===== config.mk =====
export PLATFORM = sky130hd
export DESIGN_NAME = cgmo_top
export DESIGN_NICKNAME = d
export VERILOG_FILES = /design/src/rtl/cgmo_pkg.sv /design/src/rtl/cgmo_regbus_if.sv /design/src/rtl/cgmo_i2c_slave.sv /design/src/rtl/cgmo_top.sv
export SDC_FILE = /design/constraint.sdc
export NUM_CORES = 1
export LEC_CHECK = 0
export ABC_CLOCK_PERIOD_IN_PS = 1900
export BUFFER_PORTS_ARGS = -buffer_cell sky130_fd_sc_hd__buf_2
export CAP_MARGIN = 20
export CORE_MARGIN = 8
export CORE_UTILIZATION = 51
export CTS_CLUSTER_SIZE = 14
export DETAILED_ROUTE_END_ITERATION = 7
export PLACE_DENSITY = 0.76
export SYNTH_ARGS = -nofsm -noshare
export SYNTH_HDL_FRONTEND = slang
export SYNTH_SLANG_ARGS = --single-unit

===== constraint.sdc =====
create_clock -name i_sys_clk -period 1.9 [get_ports i_sys_clk]
set_input_delay 0.38 -clock i_sys_clk [delete_from_list [all_inputs] [get_ports i_sys_clk]]
set_output_delay 0.38 -clock i_sys_clk [all_outputs]
set_load 0.02 [all_outputs]

===== src/rtl/cgmo_pkg.sv =====
// shared constants, types and helpers for the clock generator register bank
package cgmo_pkg;

  // ----------------------------------------------------------------
  // register offsets, fields and reset values
  // ----------------------------------------------------------------
  localparam logic [7:0] REG_MODE_OFS     = 8'h00;
  localparam logic [7:0] REG_CHOICE_OFS   = 8'h01;
  localparam logic [7:0] REG_SUSP_MAP_OFS = 8'h02;
  localparam logic [7:0] REG_HOLD_N_OFS   = 8'h03;

  localparam int         NUM_OUT          = 7;
  localparam int         MODE_SW_BIT      = 0;
  localparam int         CHOICE_W         = 3;
  localparam int         SUSP_SP_BIT      = 7;
  localparam int         EDGE_CODE_W      = 2;
  localparam int         EDGE_SEL_W       = 4;

  localparam logic [0:0] MODE_RST         = 1'h0;
  localparam logic [2:0] CHOICE_RST       = 3'h0;
  localparam logic [7:0] SUSP_MAP_RST     = 8'h02;
  localparam logic [6:0] HOLD_N_RST       = 7'h7F;

  // ----------------------------------------------------------------
  // serial port and non-volatile load
  // ----------------------------------------------------------------
  // value is arbitrary
  localparam logic [6:0] I2C_DEV_ADDR     = 7'h6A;
  localparam logic [1:0] NVM_LAST_IDX     = 2'h3;

  // ----------------------------------------------------------------
  // timing
  // ----------------------------------------------------------------
  localparam int         CLK_MHZ          = 200;
  localparam int         PWRUP_LOCK_MS    = 20;
  localparam int         SHUT_LOCK_MS     = 2;
  // longest times in cycles of the 200 MHz clock
  localparam int         PWRUP_LOCK_CYC   = PWRUP_LOCK_MS * CLK_MHZ * 1000;
  localparam int         SHUT_LOCK_CYC    = SHUT_LOCK_MS * CLK_MHZ * 1000;
  localparam int         LOCK_CNT_W       = 23;

  typedef enum logic [1:0] {
    CGMO_LOAD = 2'h0,
    CGMO_LOCK = 2'h1,
    CGMO_RUN  = 2'h3,
    CGMO_SHUT = 2'h2
  } cgmo_state_e;

  typedef enum logic [2:0] {
    CGMO_I2C_IDLE = 3'h0,
    CGMO_I2C_ADDR = 3'h1,
    CGMO_I2C_ACKA = 3'h3,
    CGMO_I2C_WR   = 3'h2,
    CGMO_I2C_ACKW = 3'h6,
    CGMO_I2C_RD   = 3'h7,
    CGMO_I2C_ACKR = 3'h5
  } cgmo_i2c_e;

  // code 0 is the fastest edge, each higher code one step slower
  function automatic logic [EDGE_SEL_W-1:0] cgmo_edge_sel(
    input logic [EDGE_CODE_W-1:0] code
  );
    cgmo_edge_sel = EDGE_SEL_W'(1) << code;
  endfunction

endpackage


===== src/rtl/cgmo_regbus_if.sv =====
// register access path between the serial port and the register bank
interface cgmo_regbus_if;
  logic [7:0] rd_addr;
  logic [7:0] rd_data;
  logic       wr_en;
  logic [7:0] wr_addr;
  logic [7:0] wr_data;

  modport port (
    output rd_addr,
    input  rd_data,
    output wr_en,
    output wr_addr,
    output wr_data
  );

  modport regs (
    input  rd_addr,
    output rd_data,
    input  wr_en,
    input  wr_addr,
    input  wr_data
  );
endinterface


===== src/rtl/cgmo_i2c_slave.sv =====
// serial two-wire slave: register pointer, auto-increment writes and reads
module cgmo_i2c_slave
  import cgmo_pkg::*;
(
  input  wire logic   i_sys_clk,
  input  wire logic   i_nrst,
  input  wire logic   i_scl,
  input  wire logic   i_sda,
  output logic        o_sda,
  output logic        o_sda_oe,
  cgmo_regbus_if.port bus
);

  cgmo_i2c_e   st_q,    st_d;
  logic        scl_q,   sda_q;
  logic [2:0]  cnt_q,   cnt_d;
  logic [7:0]  sh_q,    sh_d;
  logic [7:0]  ptr_q,   ptr_d;
  logic        full_q,  full_d;
  logic        hptr_q,  hptr_d;
  logic        rw_q,    rw_d;
  logic        drv_q,   drv_d;
  logic        wr_q,    wr_d;
  logic [7:0]  wa_q,    wa_d;

  logic scl_rise, scl_fall, start_c, stop_c;

  assign scl_rise = i_scl & ~scl_q;
  assign scl_fall = ~i_scl & scl_q;
  assign start_c  = i_scl & scl_q & sda_q & ~i_sda;
  assign stop_c   = i_scl & scl_q & ~sda_q & i_sda;

  // ----------------------------------------------------------------
  // protocol engine
  // ----------------------------------------------------------------
  always_comb begin
    st_d   = st_q;
    cnt_d  = cnt_q;
    sh_d   = sh_q;
    ptr_d  = ptr_q;
    full_d = full_q;
    hptr_d = hptr_q;
    rw_d   = rw_q;
    drv_d  = drv_q;
    wr_d   = 1'b0;
    wa_d   = wa_q;
    if (start_c) begin
      st_d   = CGMO_I2C_ADDR;
      cnt_d  = 3'h0;
      full_d = 1'b0;
      hptr_d = 1'b0;
      drv_d  = 1'b0;
    end else if (stop_c) begin
      st_d  = CGMO_I2C_IDLE;
      drv_d = 1'b0;
    end else begin
      case (st_q)
        CGMO_I2C_ADDR, CGMO_I2C_WR: begin
          if (scl_rise) begin
            sh_d   = {sh_q[6:0], i_sda};
            cnt_d  = cnt_q + 3'h1;
            full_d = (cnt_q == 3'h7);
          end else if (scl_fall && full_q) begin
            full_d = 1'b0;
            if (st_q == CGMO_I2C_ADDR) begin
              if (sh_q[7:1] == I2C_DEV_ADDR) begin
                rw_d  = sh_q[0];
                drv_d = 1'b1;
                st_d  = CGMO_I2C_ACKA;
              end else begin
                st_d = CGMO_I2C_IDLE;
              end
            end else begin
              drv_d = 1'b1;
              st_d  = CGMO_I2C_ACKW;
              if (!hptr_q) begin
                ptr_d  = sh_q;
                hptr_d = 1'b1;
              end else begin
                wr_d  = 1'b1;
                wa_d  = ptr_q;
                ptr_d = ptr_q + 8'h01;
              end
            end
          end
        end
        CGMO_I2C_ACKA: begin
          if (scl_fall) begin
            cnt_d = 3'h0;
            if (rw_q) begin
              sh_d  = bus.rd_data;
              drv_d = ~bus.rd_data[7];
              st_d  = CGMO_I2C_RD;
            end else begin
              drv_d = 1'b0;
              st_d  = CGMO_I2C_WR;
            end
          end
        end
        CGMO_I2C_ACKW: begin
          if (scl_fall) begin
            drv_d = 1'b0;
            st_d  = CGMO_I2C_WR;
          end
        end
        CGMO_I2C_RD: begin
          if (scl_fall) begin
            sh_d  = {sh_q[6:0], 1'b0};
            cnt_d = cnt_q + 3'h1;
            drv_d = ~sh_q[6];
            if (cnt_q == 3'h7) begin
              drv_d = 1'b0;
              ptr_d = ptr_q + 8'h01;
              st_d  = CGMO_I2C_ACKR;
            end
          end
        end
        CGMO_I2C_ACKR: begin
          // full_q holds the master's acknowledge here
          if (scl_rise) begin
            full_d = ~i_sda;
          end else if (scl_fall) begin
            full_d = 1'b0;
            if (full_q) begin
              sh_d  = bus.rd_data;
              drv_d = ~bus.rd_data[7];
              st_d  = CGMO_I2C_RD;
            end else begin
              st_d = CGMO_I2C_IDLE;
            end
          end
        end
        default: begin
          drv_d = 1'b0;
        end
      endcase
    end
  end

  always_ff @(posedge i_sys_clk) begin
    if (!i_nrst) begin
      st_q   <= CGMO_I2C_IDLE;
      scl_q  <= 1'b1;
      sda_q  <= 1'b1;
      cnt_q  <= 3'h0;
      sh_q   <= 8'h00;
      ptr_q  <= 8'h00;
      full_q <= 1'b0;
      hptr_q <= 1'b0;
      rw_q   <= 1'b0;
      drv_q  <= 1'b0;
      wr_q   <= 1'b0;
      wa_q   <= 8'h00;
    end else begin
      st_q   <= st_d;
      scl_q  <= i_scl;
      sda_q  <= i_sda;
      cnt_q  <= cnt_d;
      sh_q   <= sh_d;
      ptr_q  <= ptr_d;
      full_q <= full_d;
      hptr_q <= hptr_d;
      rw_q   <= rw_d;
      drv_q  <= drv_d;
      wr_q   <= wr_d;
      wa_q   <= wa_d;
    end
  end

  assign o_sda       = 1'b0;
  assign o_sda_oe    = drv_q;
  assign bus.rd_addr = ptr_q;
  assign bus.wr_en   = wr_q;
  assign bus.wr_addr = wa_q;
  assign bus.wr_data = sh_q;

endmodule


===== src/rtl/cgmo_top.sv =====
// clock generator mode, suspend and lock sequencing register bank
// Functional notes
// - mode bit 0: hardware when clear, resets clear
// - 3-bit choice picks active configuration in software
// - linked output suspends when pin requests it
// - unlinked output stays enabled, ignores the pin unless shutdown mode is selected
// - 2-bit edge code, 00 fastest, 11 slowest
// - power-up loads nonvolatile words, locks within 20ms
// - shutdown exit relocks within 2ms
// - cleared hold bit forces suspend, overrides link
module cgmo_top
  import cgmo_pkg::*;
#(
  parameter int PWRUP_CYC = cgmo_pkg::PWRUP_LOCK_CYC,
  parameter int SHUT_CYC  = cgmo_pkg::SHUT_LOCK_CYC
) (
  input  wire logic                         i_sys_clk,
  input  wire logic                         i_nrst,
  input  wire logic                         i_scl,
  input  wire logic                         i_sda,
  output logic                              o_sda,
  output logic                              o_sda_oe,
  input  wire logic [cgmo_pkg::CHOICE_W-1:0] i_sel_pins,
  input  wire logic                         i_shutdown_suspend_pin,
  input  wire logic                         i_shutdown_mode_sel,
  input  wire logic [cgmo_pkg::NUM_OUT-1:0] i_disable_style_bits,
  input  wire logic [13:0]                  i_edge_rate_code,
  input  wire logic                         i_pll_lock_ind,
  output logic [1:0]                        o_nvm_addr,
  input  wire logic [7:0]                   i_nvm_data,
  output logic                              o_sw_mode,
  output logic [cgmo_pkg::CHOICE_W-1:0]     o_active_cfg,
  output logic [cgmo_pkg::NUM_OUT-1:0]      o_out_suspend,
  output logic [cgmo_pkg::NUM_OUT-1:0]      o_out_hiz,
  output logic [27:0]                       o_edge_drive,
  output logic                              o_pll_power_down,
  output logic                              o_clocks_valid,
  output logic                              o_load_busy
);

  import cgmo_pkg::*;

  localparam logic [LOCK_CNT_W-1:0] PWRUP_LAST =
    LOCK_CNT_W'(PWRUP_CYC - 1);
  localparam logic [LOCK_CNT_W-1:0] SHUT_LAST  =
    LOCK_CNT_W'(SHUT_CYC - 1);

  cgmo_regbus_if bus ();

  cgmo_i2c_slave u_i2c (
    .i_sys_clk (i_sys_clk),
    .i_nrst    (i_nrst),
    .i_scl     (i_scl),
    .i_sda     (i_sda),
    .o_sda     (o_sda),
    .o_sda_oe  (o_sda_oe),
    .bus       (bus)
  );

  // ----------------------------------------------------------------
  // register bank
  // ----------------------------------------------------------------
  cgmo_state_e st_q;
  logic [1:0]  ld_idx_q, ld_idx_d;
  logic        mode_q,   mode_d;
  logic [2:0]  choice_q, choice_d;
  logic [7:0]  map_q,    map_d;
  logic [6:0]  hold_n_q, hold_n_d;
  logic        w_en;
  logic [7:0]  w_addr;
  logic [7:0]  w_data;

  // the loader owns the bank until its last word; host writes are dropped
  always_comb begin
    w_en   = (st_q == CGMO_LOAD) ? 1'b1 : bus.wr_en;
    w_addr = (st_q == CGMO_LOAD) ? {6'h00, ld_idx_q} : bus.wr_addr;
    w_data = (st_q == CGMO_LOAD) ? i_nvm_data : bus.wr_data;
    mode_d   = mode_q;
    choice_d = choice_q;
    map_d    = map_q;
    hold_n_d = hold_n_q;
    ld_idx_d = (st_q == CGMO_LOAD) ? ld_idx_q + 2'h1 : ld_idx_q;
    if (w_en) begin
      if (w_addr == REG_MODE_OFS) begin
        mode_d = w_data[MODE_SW_BIT];
      end else if (w_addr == REG_CHOICE_OFS) begin
        choice_d = w_data[CHOICE_W-1:0];
      end else if (w_addr == REG_SUSP_MAP_OFS) begin
        map_d = w_data;
      end else if (w_addr == REG_HOLD_N_OFS) begin
        hold_n_d = w_data[NUM_OUT-1:0];
      end
    end
  end

  always_ff @(posedge i_sys_clk) begin
    if (!i_nrst) begin
      mode_q   <= MODE_RST;
      choice_q <= CHOICE_RST;
      map_q    <= SUSP_MAP_RST;
      hold_n_q <= HOLD_N_RST;
      ld_idx_q <= 2'h0;
    end else begin
      mode_q   <= mode_d;
      choice_q <= choice_d;
      map_q    <= map_d;
      hold_n_q <= hold_n_d;
      ld_idx_q <= ld_idx_d;
    end
  end

  always_comb begin
    bus.rd_data = 8'h00;
    if (bus.rd_addr == REG_MODE_OFS) begin
      bus.rd_data = {7'h00, mode_q};
    end else if (bus.rd_addr == REG_CHOICE_OFS) begin
      bus.rd_data = {5'h00, choice_q};
    end else if (bus.rd_addr == REG_SUSP_MAP_OFS) begin
      bus.rd_data = map_q;
    end else if (bus.rd_addr == REG_HOLD_N_OFS) begin
      bus.rd_data = {1'b0, hold_n_q};
    end
  end

  // ----------------------------------------------------------------
  // load and lock sequencer
  // ----------------------------------------------------------------
  cgmo_state_e             st_d;
  logic [LOCK_CNT_W-1:0]   cnt_q, cnt_d;
  logic                    from_shut_q, from_shut_d;
  logic                    shut_req;

  assign shut_req = i_shutdown_suspend_pin & i_shutdown_mode_sel;

  // lock is declared at the indicator or at the bound, whichever is first
  always_comb begin
    st_d        = st_q;
    cnt_d       = cnt_q;
    from_shut_d = from_shut_q;
    case (st_q)
      CGMO_LOAD: begin
        if (ld_idx_q == NVM_LAST_IDX) begin
          st_d        = CGMO_LOCK;
          cnt_d       = '0;
          from_shut_d = 1'b0;
        end
      end
      CGMO_LOCK: begin
        cnt_d = cnt_q + LOCK_CNT_W'(1);
        if (shut_req) begin
          st_d = CGMO_SHUT;
        end else if (i_pll_lock_ind ||
                     cnt_q == (from_shut_q ? SHUT_LAST : PWRUP_LAST)) begin
          st_d = CGMO_RUN;
        end
      end
      CGMO_RUN: begin
        if (shut_req) begin
          st_d = CGMO_SHUT;
        end
      end
      default: begin
        if (!shut_req) begin
          st_d        = CGMO_LOCK;
          cnt_d       = '0;
          from_shut_d = 1'b1;
        end
      end
    endcase
  end

  always_ff @(posedge i_sys_clk) begin
    if (!i_nrst) begin
      st_q        <= CGMO_LOAD;
      cnt_q       <= '0;
      from_shut_q <= 1'b0;
    end else begin
      st_q        <= st_d;
      cnt_q       <= cnt_d;
      from_shut_q <= from_shut_d;
    end
  end

  // ----------------------------------------------------------------
  // per-output suspend, edge rate and configuration select
  // ----------------------------------------------------------------
  logic [NUM_OUT-1:0] susp_d, susp_q;
  logic [27:0]        edge_d, edge_q;
  logic [2:0]         cfg_d,  cfg_q;

  for (genvar i = 0; i < NUM_OUT; i++) begin : g_out
    always_comb begin
      susp_d[i] = ~hold_n_q[i]
                | (map_q[i] & i_shutdown_suspend_pin)
                | (st_q == CGMO_SHUT);
      edge_d[i*EDGE_SEL_W +: EDGE_SEL_W] =
        cgmo_edge_sel(i_edge_rate_code[i*EDGE_CODE_W +: EDGE_CODE_W]);
    end
  end

  assign cfg_d = mode_q ? choice_q : i_sel_pins;

  always_ff @(posedge i_sys_clk) begin
    if (!i_nrst) begin
      susp_q <= '0;
      edge_q <= '0;
      cfg_q  <= 3'h0;
    end else begin
      susp_q <= susp_d;
      edge_q <= edge_d;
      cfg_q  <= cfg_d;
    end
  end

  assign o_nvm_addr       = ld_idx_q;
  assign o_sw_mode        = mode_q;
  assign o_active_cfg     = cfg_q;
  assign o_out_suspend    = susp_q;
  assign o_out_hiz        = susp_q & i_disable_style_bits;
  assign o_edge_drive     = edge_q;
  assign o_pll_power_down = (st_q == CGMO_SHUT);
  assign o_clocks_valid   = (st_q == CGMO_RUN);
  assign o_load_busy      = (st_q == CGMO_LOAD);
endmodule

== After elaboration in Yosys (flattened, before gate mapping) ==
Cells that the tools add are included.
Word-level totals
  register bits: 122
  input port bits: 39
  logic and storage cells: 244
Cells by class
  $add $sub $neg: 4
  equal/unequal tests: 48
  shift operators: 7
  mux-type cells: 73
  bitwise logic cells: 55
  reductions and logical operators: 33
Operators with widths (count)
  8-bit 2-to-1 mux: 18
  23-bit one-hot mux with 3 select lines: 1
  23-bit 2-to-1 mux: 2
  3-bit 2-to-1 mux: 15
  8-bit by 2-bit == test with 1-bit output (second input constant): 4
  8-bit one-hot mux with 4 select lines: 1
  1-bit by 2-bit left shift with 4-bit output (first input constant): 7
  9-bit AND reduction: 3
  1-bit NOT: 25
  4-bit by 1-bit != test with 1-bit output (second input constant): 6
  23-bit by 1-bit adder with 23-bit output (second input constant): 1
  23-bit by 22-bit == test with 1-bit output: 1
  22-bit 2-to-1 mux: 1
  2-bit by 1-bit != test with 1-bit output (second input constant): 11
  1-bit 2-to-1 mux: 21
  8-bit by 1-bit == test with 1-bit output (second input constant): 2
  8-bit logical NOT: 2
  8-bit one-hot mux with 2 select lines: 1
  1-bit AND: 15
  3-bit one-hot mux with 5 select lines: 1
  5-bit AND reduction: 3
  1-bit bitwise OR: 14
  7-bit AND reduction: 2
  3-bit == test (second input constant): 4
  other kinds (37): 59

== Depth between registers and ports, before layout ==
Gate-level depths: netlist of the first run.
  word-level depth: 10
  gate-level depth with buffers: 9
  gate-level depth less buffers: 7

== Hierarchy ==
A second synthesis of the first run with hierarchy kept.
Second synthesis, totals
  cells, all modules: 643
  area total of the unflattened synthesis: 5936.9 µm²
Modules (own cells, without submodules)
  cgmo_top: times used 1, cells each 391, area each 3679.8 µm², sequential area each 1701.6 µm²
  cgmo_i2c_slave: times used 1, cells each 252, area each 2257.2 µm², sequential area each 740.7 µm²

== Worst setup path after synthesis of the first run ==
OpenSTA, ideal clock, no wires.
  path type: flip-flop to flip-flop
  from: reg st_q[0]
  to: reg map_q[1]
  library setup time: 0.129 ns
  arrival: 1.967 ns
  required time: 1.771 ns
  slack: -0.195 ns
  cell stages (with the launch flop): 10
  clock period less this slack: 2.095 ns
  cell sequence: dfxtp_1 > inv_1 > ha_1 > buf_4 > nor4b_2 > a21oi_1 > nor3_4 > buf_4 > mux2i_1 > nand2_1
Between the ends
  cells in the longest elaborated chain, start to end: 5
  elaborated cells between the ends (all ways): 10
  classes of those cells: eq/ne: 2; mux: 3; bitwise: 2; reduce/logical: 3
Ends and longest elaborated chain
  start: declaration: RTL line cgmo_top.sv:63  | cgmo_state_e st_q;
  start signal: assignment: RTL line cgmo_top.sv:178  | st_q <= st_d;
  2-bit logical NOT *
  via o_load_busy: RTL line cgmo_top.sv:38  | output logic o_load_busy
  8-bit 2-to-1 mux: RTL line cgmo_top.sv:76  | w_addr = (st_q == CGMO_LOAD) ? {6'h00, ld_idx_q} : bus.wr_addr;
  8-bit by 1-bit == test with 1-bit output or 8-bit logical NOT (tied branches): RTL line cgmo_top.sv:86, cgmo_top.sv:84
  1-bit NOT (no line)
  4-bit AND reduction (no line)
  end signal: assignment: RTL line cgmo_top.sv:106  | map_q <= map_d;
  end: declaration: RTL line cgmo_top.sv:67  | logic [7:0] map_q, map_d;
The timed path passes the listed nets; every way through them passes the cells marked *.
A chain may end at the register's enable or synchronous reset.

== Final worst setup path of the first run ==
  from: reg st_q[0]
  to: out o_load_busy
Between the ends
  cells in the longest elaborated chain, start to end: 1
Ends and longest elaborated chain
  2-bit logical NOT: RTL line cgmo_top.sv:223  | assign o_load_busy = (st_q == CGMO_LOAD);
  end: declaration: RTL line cgmo_top.sv:38
No other way between the ends.

==> results.json, run 1 <==
{
  "hp-class": "in -> reg",
  "final_cell_mix": "118 x dfxtp_1, 92 x nor2_1, 90 x buf_2, 53 x buf_4, 52 x nand2_1",
  "grt_pass1_wl_mm": 24.9,
  "endpoint_kind": "primary output",
  "io_buffer_count": 90,
  "leakagePower_nw": 3.08,
  "layout_commonest_cell": "dfxtp_1",
  "critical_path_class": "reg -> out",
  "cp.arrival_ps": 1450,
  "cp.required_ps": 1520,
  "hold_depth": 2,
  "fin_nets": 843,
  "drt_pre_antenna_iters": 5,
  "dpl-instance-area_um2": 6750,
  "fill_cells": 904,
  "cts_buffer_depth": 2,
  "totalPowerFinal_mw": 8.59,
  "ir_drop_mv": 0.748,
  "clk_latency_ps": 420,
  "vias_per_cell": 5.55,
  "seq_area_um2": 2450,
  "gp_congestion": 0.872,
  "cp_max_fo": 12,
  "die_h_um": 122,
  "p_per_area_nw_per_um2": 1160,
  "dp.cells": 915,
  "r2r-start": "st_q[0]$_SDFFE_PN0P_",
  "max_cap_viol_count": 0,
  "initialDrtViolationCount": 351,
  "synthCells": 661,
  "timing.final.ws_setup_ps": 69.1,
  "cts.sinks": 122,
  "hold_end": "o_edge_drive[6]$_SDFF_PN0_",
  "start_kind": "register",
  "cpPeakStageDelay_ps": 310,
  "synth.largest_area_cell": "dfxtp_1",
  "dieArea_um2": 15000,
  "fmax_mhz": 546,
  "hold_viol": 0,
  "status": "completed",
  "die_w_um": 122,
  "syn_area_per_cell_um2": 8.74,
  "overflow": 0,
  "ys_warn_count": 0,
  "yosysUniqueCellTypes": 76,
  "worst_slew_pin_slew_ps": 486,
  "post_synth_main_area_contributors": "dfxtp_1 42%, mux2i_1 6.4%, nor2_1 6.0%, nand2_1 3.4%, a21oi_1 3.2%",
  "final_area_um2": 7430,
  "synth_area_um2": 5780,
  "totalWireLength_mm": 15.3,
  "skew_ps": 5.85,
  "multi_input_area_um2": 3130,
  "vias": 5257,
  "start_util": 0.515,
  "tritoncts": "yes",
  "htreeDepth": 4,
  "synth_fp_nets": 712,
  "yosysTopAreaCellShare": 0.423,
  "ys_seq_area_frac": 0.423,
  "num_rows": 39,
  "clk_pin_slew_ps": 60,
  "slew_headroom": 0.673,
  "holdBufCountCts": 0,
  "drcViolationCount": 0,
  "fp.coreArea_um2": 11200,
  "routedWlPerCell_um": 16.2,
  "syn2layout_area_growth_pct": 28.7,
  "path_cells": "inv_1 -> ha_4 -> buf_6 -> buf_2",
  "first_global_vias": 5250,
  "reg2reg_slack_ps": 80,
  "grt_max_degree": 37,
  "antenna_found_initial": 0,
  "async_reset_ff_frac": 0,
  "hold_start": "i_edge_rate_code[2]",
  "setup_viol": 0,
  "dp_hpwl_mm": 11.3,
  "grt_usage": 0.208,
  "synthFlopType": "dfxtp_1",
  "synth_edf_count": 0,
  "reg2reg_to": "cnt_q[22]$_SDFFE_PN0P_",
  "fin_cells": 948,
  "numCtsBuffers": 17,
  "synth_seq_cells": 122,
  "ioPinCount": 92,
  "antenna_left": 0,
  "root_buffer": "clkbuf_16",
  "period_minus_slack_ps": 1830,
  "period_share": 0.964,
  "grt_setup_unrepaired": "yes",
  "reg2regPathDepth": 9,
  "finalMaxSlewViolations": 0,
  "post-place-ws_ps": 32.0,
  "n_antenna_cell": 0,
  "drive_gt1_frac": 0.282,
  "critical_path.slowest_cell": "dfxtp_2"
}
worst max path at each step:
stage	from	endpoint	slack, ps	cells after the start
2_1_floorplan	st_q[1]$_SDFFE_PN0P_	map_q[1]$_SDFFE_PN1P_	10	9
3_3_place_gp	st_q[0]$_SDFFE_PN0P_	cnt_q[13]$_SDFFE_PN0P_	80	8
3_5_place_dp	i_scl	u_i2c.bus.wr_data[4]$_SDFFE_PN0P_	30	7
4_1_cts	st_q[0]$_SDFFE_PN0P_	o_load_busy	7	4
5_1_grt	st_q[0]$_SDFFE_PN0P_	cnt_q[13]$_SDFFE_PN0P_	-20	9
6_report	st_q[0]$_SDFFE_PN0P_	o_load_busy	70	4
worst max-delay path: cells and delay by family (launching register included):
| family | cells | cell delay [ps] |
|---|---|---|
| DFF | 1 | 310 |
| buffers and inverters | 3 | 490 |
| adders and majority gates | 1 | 220 |
area by class of cell:
type,instances,area share
clock inverter,14,0.0231
timing repair buffer,150,0.131
multi-input combinational,477,0.422
clock buffer,18,0.0591
inverter,24,0.0121
sequential,122,0.329
tap,143,0.0241
stage by stage:
stage | hold slack (ps) | setup TNS [ps] | util
after floorplan | 439 | 0 | -
after global placement | 476 | 0 | 0.602
after detailed placement | 465 | 0 | 0.602
after CTS | 129 | 0 | 0.656
after global routing | 138 | -56.6 | 0.662
final | 145 | 0 | 0.662
per-layer routing:
| metal | GRT usage | up-vias | part of all wire |
|---|---|---|---|
| met1 | 0.237 | 2487 | 0.43 |
| met5 | 0 | - | 0 |
| met4 | 0.108 | 0 | 0.030 |
| met3 | 0.0593 | 41 | 0.054 |
| li1 | - | 2595 | - |
| met2 | 0.350 | 134 | 0.49 |
flip-flops by register name, indices dropped and copies added, names as in the netlist, 2 cells and up:
register	count
o_nvm_addr	2
choice_q	3
map_q	8
u_i2c.bus.rd_addr	8
u_i2c.cnt_q	3
cnt_q	23
o_out_suspend	7
st_q	2
u_i2c.bus.wr_addr	8
u_i2c.bus.wr_data	8
o_edge_drive	28
u_i2c.st_q	3
hold_n_q	7
o_active_cfg	3
cells by family after synthesis:
family / share of synthesized area
simple gates: 0.253
compound gates: 0.143
flops: 0.423
buf+inv: 0.0474
mux: 0.0739
xor+xnor: 0.0334
fa+ha+maj: 0.0260
other cells: 0.000649
power breakdown:
part           switching [mW]  total, mW  internal, mW
Clock                    1.21       3.31          2.10
Sequential              0.184       3.00          2.81
Combinational            1.29       2.28         0.994
cells in the mapped netlist, types with 3 or more instances:
master	count
a211oi_1	11
a21oi_1	37
a31oi_1	12
and2_1	12
and3_1	9
and4_1	4
buf_1	5
buf_2	12
buf_4	5
clkbuf_1	15
dfxtp_1	122
ha_1	12
inv_1	24
mux2_2	5
mux2i_1	37
nand2_1	53
nand2b_1	4
nand3_1	13
nand3b_1	8
nand4_1	7
nand4b_1	4
nor2_1	92
nor2b_1	5
nor3_1	25
nor3b_1	6
nor4_1	9
o211ai_1	3
o21ai_0	19
o21ai_1	8
o22ai_1	3
or3_1	3
xnor2_1	19
xor2_1	3
repair_timing:
action                                  4_1_cts  5_1_grt
resized for setup                             0       16
endpoints found under the setup margin        0       36
setup buffers                                 0        1
Note: power is estimated with default switching activity, not from simulation.
==> run 2, diff against run 1 <==
==> constraint.sdc (replaced) <==
create_clock -name i_sys_clk -period 1.9 [get_ports i_sys_clk]
set_input_delay 0.38 -clock i_sys_clk [delete_from_list [all_inputs] [get_ports i_sys_clk]]
set_output_delay 0.38 -clock i_sys_clk [all_outputs]
set_load 0.01 [all_outputs]
==> run 2 against run 1 <==
Compared with the run above: critical path depth is 5 higher; global-route usage rose by 0.63 points; final cell count increased by 0.42%; critical path type is now reg -> reg; critical endpoint is now map_q[1]$_SDFFE_PN1P_; highest routed layer unchanged.
==> results.json, run 2 (synthesis results as in run 1) <==
{
  "routedWlPerCell_um": 16.8,
  "start_kind": "register",
  "cp.arrival_ps": 2120,
  "drive_gt1_frac": 0.288,
  "dpl-instance-area_um2": 6740,
  "overflow": 0,
  "n_antenna_cell": 0,
  "hp-class": "in -> reg",
  "gp_congestion": 0.902,
  "fp.coreArea_um2": 11200,
  "setup_viol": 0,
  "cts.sinks": 122,
  "vias_per_cell": 5.64,
  "ir_drop_mv": 0.848,
  "drcViolationCount": 0,
  "syn2layout_area_growth_pct": 29.3,
  "max_cap_viol_count": 0,
  "endpoint_kind": "register",
  "htreeDepth": 4,
  "clk_pin_slew_ps": 50,
  "period_minus_slack_ps": 1810,
  "grt_pass1_wl_mm": 25.6,
  "die_h_um": 122,
  "dp_hpwl_mm": 11.4,
  "dieArea_um2": 15000,
  "cp_max_fo": 13,
  "final_cell_mix": "118 x dfxtp_1, 92 x nor2_1, 90 x buf_2, 58 x buf_4, 52 x nand2_1",
  "antenna_left": 0,
  "p_int_mw": 5.97,
  "p_comb_frac": 0.272,
  "fin_nets": 848,
  "die_w_um": 122,
  "largest_reg_flops": 28,
  "tns_ps": 0,
  "io_buffer_count": 90,
  "totalWireLength_mm": 16.0,
  "switching_share": 0.304,
  "first_global_vias": 5339,
  "fin_util": 0.665,
  "clk_latency_ps": 420,
  "period_share": 0.951,
  "critical_path_class": "reg -> reg",
  "grt_setup_unrepaired": "no",
  "holdBufCountCts": 0,
  "antenna_found_initial": 0,
  "finalMaxSlewViolations": 0,
  "numCtsBuffers": 17,
  "p_seq_frac": 0.353,
  "layout_commonest_cell": "dfxtp_1",
  "tritoncts": "yes",
  "p_clk_frac": 0.375,
  "final_area_um2": 7470,
  "ioPinCount": 92,
  "fill_cells": 889,
  "root_buffer": "clkbuf_16",
  "drt_pre_antenna_iters": 5,
  "leakagePower_nw": 3.09,
  "start_util": 0.515,
  "status": "completed",
  "grt_max_degree": 47,
  "initialDrtViolationCount": 387,
  "skew_ps": 8.19,
  "num_rows": 39,
  "p_switching_mw": 2.60,
  "cts_buffer_depth": 2,
  "cp.required_ps": 2210,
  "vias": 5370,
  "grt_usage": 0.215,
  "hold_viol": 0,
  "fmax_mhz": 553,
  "p_per_area_nw_per_um2": 1150,
  "totalPowerFinal_mw": 8.58
}
[run 2: changes by cell type in the layout (fill, tap and decap cells not counted), moves of 2 or more]
cell | before | now
buf_4 | 53 | 58
a211oi_1 | 11 | 9
a211oi_2 | 1 | 3
a21oi_1 | 34 | 32
a21oi_2 | 3 | 5
inv_6 | 2 | 0
nor4_1 | 5 | 7
nor4_2 | 5 | 3
[run 2: worst paths after layout]
kind	cells past startpoint	to	from	slack, ps
setup reg to reg	9	map_q[1]$_SDFFE_PN1P_	st_q[1]$_SDFFE_PN0P_	90
hold / removal	2	o_edge_drive[22]$_SDFF_PN0_	i_edge_rate_code[10]	150
setup / recovery	9	map_q[1]$_SDFFE_PN1P_	st_q[1]$_SDFFE_PN0P_	90
hold reg to reg	2	u_i2c.o_sda_oe$_SDFFE_PP0P_	u_i2c.o_sda_oe$_SDFFE_PP0P_	480
[run 2: per-layer routing]
| layer | wire, um | global-route usage | vias to the layer above |
|---|---|---|---|
| li1 | - | - | 2601 |
| met1 | 6600 | 0.246 | 2557 |
| met2 | 7980 | 0.371 | 176 |
| met3 | 1010 | 0.0612 | 36 |
| met4 | 399 | 0.0838 | 0 |
| met5 | 0 | 0 | - |
[run 2: critical path: stages, from the launching register on]
cell and delay, ps:
dfxtp_2 330, inv_2 50, ha_4 170, buf_12 140, nor4b_4 240, a21oi_2 100
nor3_4 210, buf_12 160, mux2i_1 220, nand2_1 70
[run 2: layout make-up]
| class | count | area [um^2] | area share |
|---|---|---|---|
| inverter | 24 | 90.1 | 0.0121 |
| clock inverter | 12 | 150 | 0.0201 |
| timing repair buffer | 155 | 1020 | 0.136 |
| tap | 143 | 179 | 0.0240 |
| clock buffer | 19 | 443 | 0.0593 |
| sequential | 122 | 2450 | 0.328 |
| multi-input combinational | 477 | 3140 | 0.421 |
[run 2: what timing repair did]
item	CTS	global route
setup endpoints to repair	4	26
buffers inserted	2	4
pin swaps	2	6
gates resized for setup	3	17
[run 2: stage by stage]
step | worst slack [ps] | std cells | hold slack, ps
final | 92.3 | 952 | 151
after global routing | 3.82 | 952 | 148
after CTS | 4.23 | 948 | 138
after detailed placement | -4.09 | 915 | 467
after global placement | 92.9 | 915 | 457
after floorplan | 6.96 | 661 | 439
[run 2: power groups by stage]
stage          combinational (mW)  sequential, mW  clock [mW]
2_1_floorplan                1.36            3.06           0
6_report                     2.33            3.03        3.22
3_5_place_dp                 2.21            3.07           0
3_3_place_gp                 2.13            3.05           0
5_1_grt                      2.54            3.05        3.40
4_1_cts                      2.26            3.02        3.26
==> run 3, diff against run 2 <==
--- a/config.mk
+++ b/config.mk
@@ -5,14 +5,16 @@
 export SDC_FILE = /design/constraint.sdc
 export NUM_CORES = 1
 export LEC_CHECK = 0
+export ABC_AREA = 1
 export ABC_CLOCK_PERIOD_IN_PS = 1900
 export BUFFER_PORTS_ARGS = -buffer_cell sky130_fd_sc_hd__buf_2
 export CAP_MARGIN = 20
 export CORE_MARGIN = 8
-export CORE_UTILIZATION = 51
+export CORE_UTILIZATION = 52
 export CTS_CLUSTER_SIZE = 14
 export DETAILED_ROUTE_END_ITERATION = 7
-export PLACE_DENSITY = 0.76
+export PLACE_DENSITY = 0.77
+export SLEW_MARGIN = 5
 export SYNTH_ARGS = -nofsm -noshare
 export SYNTH_HDL_FRONTEND = slang
 export SYNTH_SLANG_ARGS = --single-unit
==> run 3 against run 2 <==
Compared with the run above: sequential power up 14%; final area up 1.8%; clock power up 8.4%; largest power group is now combinational logic; combinational power up 89%; core utilization down 0.22 points; worst hold slack worse by 6.3 ps.
==> results.json, run 3 <==
{
  "status": "completed",
  "drcViolationCount": 0,
  "io_buffer_count": 90,
  "root_buffer": "clkbuf_16",
  "synth_area_um2": 6130,
  "drt_pre_antenna_iters": 5,
  "ys_seq_area_frac": 0.398,
  "fmax_mhz": 559,
  "hold_ws_ps": 145,
  "n_antenna_cell": 0,
  "die_w_um": 125,
  "initialDrtViolationCount": 486,
  "routedWlPerCell_um": 13.4,
  "async_reset_ff_frac": 0,
  "fin_cells": 1176,
  "dp.cells": 1139,
  "fill_cells": 975,
  "tns_ps": 0,
  "htreeDepth": 4,
  "num_rows": 39,
  "ir_drop_mv": 0.925,
  "layout_commonest_cell": "nand2_1",
  "yosysTopAreaCellShare": 0.398,
  "period_minus_slack_ps": 1790,
  "synth.largest_area_cell": "dfxtp_1",
  "dieArea_um2": 15500,
  "synth_edf_count": 0,
  "clk_latency_ps": 420,
  "finalMaxSlewViolations": 0,
  "seq_area_um2": 2440,
  "yosysMostFrequentCell": "nand2_1",
  "timing.final.ws_setup_ps": 110,
  "numCtsBuffers": 17,
  "clk_pin_slew_ps": 60,
  "hold_viol": 0,
  "post_synth_main_area_contributors": "dfxtp_1 40%, nand2_1 13%, nor2_1 7.4%, inv_1 7.2%, o21ai_0 5.3%",
  "syn2layout_area_growth_pct": 24.0,
  "skew_ps": 16.6,
  "gp_congestion": 0.977,
  "ioPinCount": 92,
  "cp.required_ps": 2210,
  "hp-class": "in -> reg",
  "fin_util": 0.663,
  "grt_pass1_wl_mm": 25.7,
  "holdBufCountCts": 0,
  "die_h_um": 125,
  "grt_max_degree": 52,
  "largest_reg_flops": 28,
  "endpoint_kind": "register",
  "max_cap_viol_count": 0,
  "antenna_left": 0,
  "fp.coreArea_um2": 11500,
  "synthCells": 903,
  "fin_nets": 1071,
  "totalWireLength_mm": 15.8,
  "yosysUniqueCellTypes": 41,
  "start_util": 0.535,
  "first_global_vias": 5551,
  "antenna_found_initial": 0,
  "critPathBufInv": 3,
  "synth_seq_cells": 122,
  "multi_input_area_um2": 3150,
  "dp_hpwl_mm": 11.6,
  "tritoncts": "yes",
  "overflow": 0,
  "ys_warn_count": 0,
  "syn_area_per_cell_um2": 6.79,
  "setup_viol": 0,
  "cp.arrival_ps": 2100,
  "grt_usage": 0.198,
  "cts_buffer_depth": 2,
  "critical_path_class": "reg -> reg",
  "post-place-ws_ps": -91.7,
  "cpLargestDelayFamily": "simple AND/OR/NAND/NOR gates",
  "vias": 6057,
  "critical_path.slowest_cell": "dfxtp_1",
  "cp_max_fo": 8,
  "path_cells": "inv_1 -> ha_4 -> inv_4 -> nor2_1 -> nor2_2 -> nand2_2 -> buf_4 -> nor3_4 -> nand2_1 -> o21ai_0 -> a21oi_1",
  "synthFlopType": "dfxtp_1",
  "final_cell_mix": "208 x nand2_1, 122 x dfxtp_1, 116 x inv_1, 113 x nor2_1, 90 x buf_2",
  "vias_per_cell": 5.15,
  "drive_gt1_frac": 0.208,
  "cts.sinks": 122,
  "p_per_area_nw_per_um2": 1490,
  "start_kind": "register",
  "cpPeakStageDelay_ps": 340,
  "period_share": 0.942,
  "synth_fp_nets": 954,
  "leakagePower_nw": 3.56,
  "synth_common_cells": "209 x nand2_1, 122 x dfxtp_1, 121 x nor2_1"
}
[run 3: changes by cell type in the layout (fill, tap and decap cells not counted), sizes merged, moves of 12 or more]
cell	change
buf	-35
inv	+104
a211oi	-12
xnor2	-18
o21ai	+41
nor2	+37
mux2i	-36
a21oi	+24
nor3	+15
nand2	+166
and2	-12
nand3	+39
[run 3: routing by layer]
layer | up-vias | part of all wire | GRT usage | routed length (um)
li1 | 3139 | - | - | -
met1 | 2693 | 0.44 | 0.230 | 6910
met2 | 189 | 0.47 | 0.330 | 7480
met3 | 36 | 0.068 | 0.0672 | 1070
met4 | 0 | 0.021 | 0.0751 | 333
met5 | - | 0 | 0 | 0
[run 3: area by class of cell]
cell class | count | share of cell area
sequential | 122 | 0.321
multi-input combinational | 629 | 0.415
tap | 143 | 0.0235
clock buffer | 20 | 0.0601
timing repair buffer | 120 | 0.0905
inverter | 130 | 0.0653
clock inverter | 12 | 0.0248
[run 3: final timing paths]
kind / cells after the start / from / slack [ps] / to
worst max register to register: 11 / st_q[0]$_SDFFE_PN0P_ / 110 / cnt_q[11]$_SDFFE_PN0P_
worst min register to register: 2 / u_i2c.bus.wr_addr[3]$_SDFFE_PN0P_ / 450 / u_i2c.bus.wr_addr[3]$_SDFFE_PN0P_
worst max-delay path: 11 / st_q[0]$_SDFFE_PN0P_ / 110 / cnt_q[11]$_SDFFE_PN0P_
worst min-delay path: 2 / i_edge_rate_code[4] / 140 / o_edge_drive[10]$_SDFF_PN0_
[run 3: logic make-up after synthesis]
family / synth area share
AO/OA/AOI/OAI: 0.136
XOR/XNOR: 0.00428
adder cells (fa/ha/maj): 0.0245
buffers and inverters: 0.104
flip-flops: 0.398
multiplexers: 0.00163
other: 0.000611
AND/OR/NAND/NOR: 0.330
[run 3: power breakdown]
group          internal, mW  switching (mW)  leakage [nW]
combinational          1.59            2.82          2.26
sequential             3.02           0.442         0.995
clock                  2.28            1.20         0.305
total                  6.89            4.47          3.56
[run 3: timing repair]
| item | in CTS | in global routing |
|---|---|---|
| pin swaps | 0 | 3 |
| setup endpoints to repair | 15 | 40 |
| gates cloned | 0 | 1 |
| gates resized for setup | 3 | 26 |
| buffers inserted | 2 | 2 |
[run 3: stage by stage]
| stage | power, mW | area (um^2) |
|---|---|---|
| after CTS | 11.1 | 7490 |
| after floorplan | 6.48 | 6130 |
| after global routing | 12.1 | 7600 |
| after detailed placement | 7.57 | 6820 |
| final | 11.4 | 7600 |
| after global placement | 7.50 | 6820 |
